File: src/dlt_pkg.sv
// Purpose: constants and types for the load and reset command register
// Assumes: 16-bit register words, 5-bit register addresses
// Notes: shared by the command register block and its users
package dlt_pkg;
    localparam int DLT_DATA_W = 16;
    localparam int DLT_ADDR_W = 5;
    localparam int DLT_PAIRS = 8;
    localparam logic [4:0] DLT_CMD_OFFSET = 5'h05;
    localparam logic [15:0] DLT_CMD_RESET = 16'h0000;
    localparam int DLT_LOAD_LSB = 8;
    localparam int DLT_KEY_MSB = 3;
    localparam logic [3:0] DLT_RESET_KEY = 4'hA;
    localparam logic [3:0] DLT_KEY_IDLE = 4'h0;
    localparam logic [7:0] DLT_PAIRS_NONE = 8'h00;
    // number of cycles the device-wide reset pulse is held
    localparam logic [3:0] DLT_RST_PULSE = 4'h4;

    typedef struct packed {
        logic wr;
        logic rd;
        logic [4:0] addr;
        logic [15:0] wdata;
    } dlt_req_t;

    typedef enum logic [2:0] {
        DLT_IDLE = 3'b001,
        DLT_LOAD = 3'b010,
        DLT_SRST = 3'b100
    } dlt_state_t;
endpackage

File: src/dlt_cmd_reg.sv
// Purpose: load trigger and software reset command register
// Assumes: register access decoded by the serial front end into one-cycle strobes
// Notes: load and reset requests clear themselves once carried out
//   the device-wide reset pulse lasts DLT_RST_PULSE cycles from the key write
//   a key write also drops every pending pair load, since the reset wins
//   channels not in synchronous mode count as done at once, so a pair
//   with no synchronous channel clears on the cycle after its request
//   reads of the command offset answer with zero, as all fields are write-only
//   writes to any other offset are ignored and get no answer
//
// Functional notes
// decode at offset 5h, reset 0000h
// bits 15 to 8 request pair loads
// load copies buffer to active, synchronous channels
// zero does nothing, one starts transfer
// load bit clears itself after transfer
// key Ah in bits 3:0 resets device
// soft reset equals power-on default state
// key field self-clears; bits 7:4 read zero
// other key values have no effect
`timescale 1ns/1ps
module dlt_cmd_reg
    import dlt_pkg::*;
#(
    parameter int PAIRS = DLT_PAIRS
) (
    input wire logic sys_clk,
    input wire logic rst,
    input wire dlt_req_t req,
    input wire logic [2*PAIRS-1:0] sync_mode,
    input wire logic [2*PAIRS-1:0] load_done,
    output logic [DLT_DATA_W-1:0] rdata,
    output logic rvalid,
    output logic [2*PAIRS-1:0] load_strobe,
    output logic [PAIRS-1:0] pending,
    output logic device_reset
);
    dlt_state_t state;
    logic [PAIRS-1:0] pair_busy;
    logic [3:0] rst_count;
    logic hit_wr;
    logic key_hit;
    logic [PAIRS-1:0] new_req;

    // register decode
    assign hit_wr = req.wr && (req.addr == DLT_CMD_OFFSET);
    assign key_hit = hit_wr && (req.wdata[DLT_KEY_MSB:0] == DLT_RESET_KEY);
    assign new_req = hit_wr ? req.wdata[DLT_LOAD_LSB +: PAIRS] : '0;

    // overall state: soft reset overrides everything else
    always_ff @(posedge sys_clk or posedge rst) begin
        if (rst) begin
            state <= DLT_IDLE;
            rst_count <= DLT_KEY_IDLE;
        end else begin
            case (state)
                DLT_IDLE, DLT_LOAD: begin
                    if (key_hit) begin
                        state <= DLT_SRST;
                        rst_count <= DLT_RST_PULSE;
                    end else if (new_req != '0 || pair_busy != '0) begin
                        state <= DLT_LOAD;
                    end else begin
                        state <= DLT_IDLE;
                    end
                end
                DLT_SRST: begin
                    if (rst_count == 4'h1) begin
                        state <= DLT_IDLE;
                    end
                    rst_count <= rst_count - 4'h1;
                end
                default: begin
                    state <= DLT_IDLE;
                end
            endcase
        end
    end

    // per-pair request bits, set by host, cleared when both channels report done or are not synchronous
    genvar g;
    generate
        for (g = 0; g < PAIRS; g++) begin : g_pair
            logic [1:0] done_pair;
            assign done_pair = load_done[2*g +: 2] | ~sync_mode[2*g +: 2];
            always_ff @(posedge sys_clk or posedge rst) begin
                if (rst) begin
                    pair_busy[g] <= 1'b0;
                    load_strobe[2*g +: 2] <= 2'b00;
                end else if (state == DLT_SRST || key_hit) begin
                    pair_busy[g] <= 1'b0;
                    load_strobe[2*g +: 2] <= 2'b00;
                end else begin
                    // only synchronous channels are moved
                    load_strobe[2*g +: 2] <= new_req[g] ? sync_mode[2*g +: 2] : 2'b00;
                    if (new_req[g]) begin
                        pair_busy[g] <= 1'b1;
                    end else if (pair_busy[g] && done_pair == 2'b11) begin
                        pair_busy[g] <= 1'b0;
                    end
                end
            end
        end
    endgenerate

    // outputs registered; command register is write-only so reads give zero
    always_ff @(posedge sys_clk or posedge rst) begin
        if (rst) begin
            rdata <= DLT_CMD_RESET;
            rvalid <= 1'b0;
            pending <= DLT_PAIRS_NONE;
            device_reset <= 1'b0;
        end else begin
            rvalid <= req.rd && (req.addr == DLT_CMD_OFFSET);
            rdata <= DLT_CMD_RESET;
            pending <= pair_busy;
            device_reset <= key_hit || (state == DLT_SRST && rst_count != 4'h1);
        end
    end

    chk_key_resets: assert property (@(posedge sys_clk) disable iff (rst)
        key_hit |=> device_reset [*4] ##1 !device_reset)
        else $error("reset pulse wrong");
    chk_bad_key: assert property (@(posedge sys_clk) disable iff (rst)
        (state == DLT_IDLE && !key_hit) |=> !device_reset)
        else $error("reset without key");
    chk_strobe_sync: assert property (@(posedge sys_clk) disable iff (rst)
        (load_strobe & ~$past(sync_mode)) == '0)
        else $error("async channel loaded");
    chk_zero_noop: assert property (@(posedge sys_clk) disable iff (rst)
        (hit_wr && !key_hit && new_req == '0 && pair_busy == '0 && state != DLT_SRST)
        |=> load_strobe == '0 && pair_busy == '0)
        else $error("zero write acted");
    chk_read_zero: assert property (@(posedge sys_clk) disable iff (rst)
        rvalid |-> rdata == DLT_CMD_RESET)
        else $error("read not zero");
    chk_req_sets: assert property (@(posedge sys_clk) disable iff (rst)
        (new_req[0] && !key_hit && state != DLT_SRST) |=> pair_busy[0])
        else $error("request lost");
    chk_self_clear: assert property (@(posedge sys_clk) disable iff (rst)
        (pair_busy[0] && !new_req[0] && (load_done[1:0] | ~sync_mode[1:0]) == 2'b11)
        |=> !pair_busy[0])
        else $error("request not cleared");
    chk_reset_clears: assert property (@(posedge sys_clk) disable iff (rst)
        state == DLT_SRST |=> pair_busy == '0 && load_strobe == '0)
        else $error("state survived reset");
    chk_offset_only: assert property (@(posedge sys_clk) disable iff (rst)
        (req.wr && req.addr != DLT_CMD_OFFSET && pair_busy == '0 && state == DLT_IDLE)
        |=> load_strobe == '0)
        else $error("wrong offset decoded");

    // a read of the command offset is answered on the next cycle
    chk_read_answer: assert property (@(posedge sys_clk) disable iff (rst)
        (req.rd && req.addr == DLT_CMD_OFFSET) |=> rvalid)
        else $error("read not answered");

    // no answer without a read of the command offset
    chk_read_other: assert property (@(posedge sys_clk) disable iff (rst)
        !(req.rd && req.addr == DLT_CMD_OFFSET) |=> !rvalid)
        else $error("answer without read");

    // read data stays zero between answers too
    chk_rdata_zero: assert property (@(posedge sys_clk) disable iff (rst)
        !rvalid |-> rdata == DLT_CMD_RESET)
        else $error("read data not zero");

    // pending mirrors the busy bits one cycle late
    chk_pending_copy: assert property (@(posedge sys_clk) disable iff (rst)
        pending == $past(pair_busy))
        else $error("pending out of step");

    // the state code is always one of the three one-hot codes
    chk_state_onehot: assert property (@(posedge sys_clk) disable iff (rst)
        $onehot(state))
        else $error("state code broken");

    // the soft reset always ends and returns to idle
    chk_srst_ends: assert property (@(posedge sys_clk) disable iff (rst)
        state == DLT_SRST |-> ##[1:4] state == DLT_IDLE)
        else $error("soft reset stuck");

    // counter stays inside its pulse length while resetting
    chk_count_range: assert property (@(posedge sys_clk) disable iff (rst)
        state == DLT_SRST |-> rst_count != 4'h0 && rst_count <= DLT_RST_PULSE)
        else $error("reset count out of range");

    // a strobe needs a request for that pair one cycle before
    chk_strobe_cause: assert property (@(posedge sys_clk) disable iff (rst)
        load_strobe[1:0] != 2'b00 |-> $past(new_req[0]))
        else $error("strobe without request");

    // the reset pulse ends only with the machine back in idle
    chk_fall_idle: assert property (@(posedge sys_clk) disable iff (rst)
        $fell(device_reset) |-> state == DLT_IDLE)
        else $error("reset ended early");

    // a key write suppresses loads in the same word
    chk_key_no_load: assert property (@(posedge sys_clk) disable iff (rst)
        key_hit |=> load_strobe == '0)
        else $error("load beside reset");

    // a taken request shows on pending two cycles later
    chk_pending_rise: assert property (@(posedge sys_clk) disable iff (rst)
        (new_req[0] && !key_hit && state != DLT_SRST) |=> ##1 pending[0])
        else $error("pending not raised");

    // nothing busy means nothing pending next cycle
    chk_idle_pending: assert property (@(posedge sys_clk) disable iff (rst)
        pair_busy == '0 |=> pending == '0)
        else $error("stale pending");

    // a key write drops every busy pair at once
    chk_key_busy_clear: assert property (@(posedge sys_clk) disable iff (rst)
        key_hit |=> pair_busy == '0)
        else $error("busy survived key");

    // the top pair is decoded like the bottom one
    chk_top_pair: assert property (@(posedge sys_clk) disable iff (rst)
        (new_req[PAIRS-1] && !key_hit && state != DLT_SRST) |=> pair_busy[PAIRS-1])
        else $error("top request lost");
endmodule

File: config.mk
export PLATFORM = sky130hd
export DESIGN_NAME = dlt_cmd_reg
export DESIGN_NICKNAME = d
export VERILOG_FILES = /design/src/dlt_pkg.sv /design/src/dlt_cmd_reg.sv
export SDC_FILE = /design/constraint.sdc
export NUM_CORES = 1
export LEC_CHECK = 0
export BUFFER_PORTS_ARGS = -buffer_cell sky130_fd_sc_hd__buf_2
export CORE_MARGIN = 3
export CORE_UTILIZATION = 47
export CTS_CLUSTER_DIAMETER = 120
export DETAILED_ROUTE_END_ITERATION = 8
export PLACE_DENSITY = 0.93
export SETUP_SLACK_MARGIN = 0.05
export SLEW_MARGIN = 5
export SYNTH_ARGS = -nofsm -noshare
export SYNTH_HDL_FRONTEND = slang
export SYNTH_SLANG_ARGS = --single-unit
File: constraint.sdc
create_clock -name sys_clk -period 2 [get_ports sys_clk]
set_input_delay 0.4 -clock sys_clk [delete_from_list [all_inputs] [get_ports sys_clk]]
set_output_delay 0.4 -clock sys_clk [all_outputs]
set_load 0.03 [all_outputs]
# Yosys cells after proc, flatten, opt, wreduce, memory -nomap -nowiden
# Index checks and enable logic that the tools add are counted.
# word_totals
reg_bits	41
input_bits	57
word_cells	130
# classes
addsub	1
eq_ne	17
mux	47
n_bitwise	16
n_reduce_logical	28
# op_table
op	count
$mux W2	17
$mux W1	24
$reduce_bool A3 Y1	8
$eq A2 B2 Y1 const B	8
$not A2 Y2	8
$or A2 B2 Y2	8
$reduce_bool A8 Y1	2
$logic_and A1 B1 Y1	12
$mux W8	1
$pmux W4 S2	1
$mux W3	2
$pmux W3 S2	1
$eq A5 B3 Y1 const B	1
$eq A4 B1 Y1 const B	1
$eq A4 B4 Y1 const B	1
$mux W4	1
$ne A2 B2 Y1 const B	2
$ne A4 B1 Y1 const B	1
$sub A4 B1 Y4 const B	1
$eq A3 B1 Y1 const B	1
$eq A3 B2 Y1 const B	1
$eq A3 B3 Y1 const B	1
$logic_or A1 B1 Y1	3
$reduce_and A2 Y1	1
other kinds (2)	2

# Depth between registers and ports, before layout
# depth
depth_word	8
ltp_mapped	6
ltp_nobuf	5

# Worst setup path before layout
# Ideal clock, no wire load.
# synth_timing
kind	input to register
start	input req[17] (netlist bit)
end	register load_strobe[0]
setup_ns	0.066
t_arrival_ns	1.438
required_time_ns	1.934
path_slack_ns	0.495
cell_stages	6
path_buffers	2
cell_sequence	and4bb_1 -> and2_4 -> buf_8 -> nor3b_4 -> buf_6 -> and3_1
# synth_between
elab_chain_cells	5
word_cells_on_any_way	7
# synth_lines
item	line	rtl
start: declaration	dlt_cmd_reg.sv:29	input wire dlt_req_t req,
$eq A5 B3 Y1 *	dlt_cmd_reg.sv:46	assign hit_wr = req.wr && (req.addr == DLT_CMD_OFFSET);
$logic_and A1 B1 Y1 *	dlt_cmd_reg.sv:46	
$mux W8 / $logic_and A1 B1 Y1 (equally long branches)	dlt_cmd_reg.sv:48, dlt_cmd_reg.sv:47	
$mux W2 / $logic_or A1 B1 Y1 (equally long branches)	dlt_cmd_reg.sv:95, dlt_cmd_reg.sv:90	
$mux W2 *	dlt_cmd_reg.sv:90	end else if (state == DLT_SRST || key_hit) begin
end signal: indexed assignment	dlt_cmd_reg.sv:95	load_strobe[2*g +: 2] <= new_req[g] ? sync_mode[2*g +: 2] : 2'b00;
end: declaration	dlt_cmd_reg.sv:34	output logic [2*PAIRS-1:0] load_strobe,
# Every way passes the cells marked *; elsewhere a longest branch is shown, timed or not.
# A chain may end at the register's enable or synchronous reset.

# Worst setup path after layout
# layout_timing
start	input req[17] (netlist bit)
end	register load_strobe[9]
# Same word-level chain as after synthesis.

==> metrics.cfg <==
[clocking]
cts.path.max_buffers=2
cts_buffers=5
cts_setup_buffers=0
cts.sinks=41
ctsResizeCount=0
clkTransAtPathRegs_ns=0.07
hold_buffers=0
htree_levels=2
cts-root-buf=clkbuf_8
cts_tree=done
clk_latency_ns=0.29

[min_path]
min_path_type=input port to asynchronous set/reset pin

[worst_setup_path]
worstSetupPathType=input port to register
arrival_ns=1.81
critPathRequiredTime_ns=2.22
critPathMaxFanout=16
critPathLaunchType=input port
end_kind=register

[floorplanning]
die_h_um=67.72
start_util=0.5124
die_x_um=67.72
io_pins=99
core_um2=3495
die_area_um2=4586
rows=21

[sta]
skew_ns=0.007039
rsz0062_at_grt=false
setup_tns_ns=0
finalHoldViolCount=0
maxSlewHeadroom=0.5756
setup_viol=0
maxSlewViolCount=0
whs_ns=0.2258
timing.final.crit_share=0.7935
worstMarginPinSlew_ns=0.6353
fmax_mhz=630.1
layout_min_cycle_time_ns=1.587
worst_slack_ns=0.4130

[grt]
grt_pass1_vias=1301
antenna_found_initial=0
grt_max_degree=42
overflow=0
grtUsageTotal=0.1751
grt_pass1_wl_um=5740

[yosys]
ys_ff_latch=41
yosys.area.top_type=dfrtp_1
yosysWarnings=0
synth_top_cell_area_share=0.5590
synth.most_common_cell=dfrtp_1
syn_area_um2=1790
ys_seq_area_frac=0.5737
synth_cell_types=34
ys_top_cells_by_area=dfrtp_1 56%, buf_4 6.7%, inv_1 4.2%
async_flop_share=1.000
synth_edf_count=0
syn_inst=162
synthTopCellsByCount=40 x dfrtp_1, 20 x inv_1, 16 x buf_4
synthFlopType=dfrtp_1
avgSynthCellArea_um2=11.05

[place]
dp_cells=283
place.gp.congestion=0.7608
port_buffers=78
place_ws_ns=0.1327
postPlaceCellArea_um2=2152
hpwl_um=3120

[final_layout]
final_layout_size_suffix_gt1_frac=0.3934
stdcell_count=290
synthToLayoutAreaGrowth_pct=25.02
fin_area_um2=2238
fin_nets=303
num_antenna_cells=0

[pwr]
ir_worst_vdd_mv=0.3442
power_density_nw_per_um2=692.6
p_leak_nw=1.374

[routing]
drc=0
wl_um=4029
ant_nets=0
dr.pass1.iters=4
first_iter_violations=111
via_count=1471
post_drt_via_cell_ratio=5.072
wl_per_cell_um=13.89

[status]
outcome=finished, final reports clean

[job]
max_cap_viol_count=0

==> sequential cells by signal, indices dropped and copies added (netlist names) <==
register	cells
load_strobe	16
pair_busy	8
pending	8
rst_count	4
state	3
device_reset	1
rvalid	1
==> power breakdown <==
group          switching (mW)  internal (mW)
clock network           0.249          0.273
registers             0.00715          0.841
logic                   0.118         0.0625
==> area by class of cell <==
type                    count  area (um2)
inverters                  20       75.07
repair buffers             79       397.9
well taps                  46       57.56
multi-input cells          97       594.3
clock buffers               7       86.33
fillers                   248        1256
flip-flops and latches     41        1027
==> worst max-delay path, cell delays in order <==
cell      delay, ns
buf_2          0.11
and4bb_1       0.31
and2_4         0.22
nor3b_4        0.50
and3_2         0.27
==> kinds of logic after synthesis <==
group	count (synthesis)	synth area share
other	1	0.002094
AOI/OAI and AO/OA	24	0.08945
muxes	1	0.005591
buffers and inverters	39	0.1258
DFF	41	0.5737
and+or+nand+nor	52	0.1796
adders and majority gates	2	0.01397
xor gates and xnor gates	2	0.009785
==> path summary, 6_finish.rpt <==
check                           cells past startpoint                      from  slack, ns                  endpoint
worst max register to register                      3      state[1]$_DFFE_PP0N_       0.48  load_strobe[9]$_DFF_PP0_
max in group asynchronous                           3                       rst       1.41      state[0]$_DFFE_PP1N_
worst min-delay path                                3                       rst       0.23  load_strobe[0]$_DFF_PP0_
min in group sys_clk                                2              sync_mode[6]       0.37  load_strobe[6]$_DFF_PP0_
worst min register to register                      0  pair_busy[0]$_DFFE_PP0P_       0.40      pending[0]$_DFF_PP0_
worst max-delay path                                5                   req[17]       0.41  load_strobe[9]$_DFF_PP0_
==> placed cells by master, fill, tap and decap left out, types with 2 or more instances in the layout <==
cell	count
conb_1	16
ha_1	2
inv_1	20
and3_1	10
o21ai_0	3
nor2_1	11
nand2_1	7
clkbuf_8	6
buf_2	78
and3_2	6
nor3b_1	2
xor2_1	2
a22oi_1	8
or3_1	2
dfrtp_1	40
o22ai_1	9
nand3_1	2
nor4_1	4
==> metal layers <==
metal,global-route usage,routed length (um),up-vias
li1,-,-,681
met1,0.1745,1392,689
met3,0.05990,474,14
met5,0,0,-
met2,0.3159,2055,87
met4,0.09367,106,0
==> per-stage QoR <==
| stage | util | power [mW] |
|---|---|---|
| floorplan | - | 0.9856 |
| global placement | 0.6158 | 1.034 |
| detailed placement | 0.6158 | 1.042 |
| CTS | 0.6405 | 1.555 |
| global route | 0.6405 | 1.614 |
| finish | 0.6405 | 1.550 |
No activity file was read; power rests on OpenSTA's default activity.
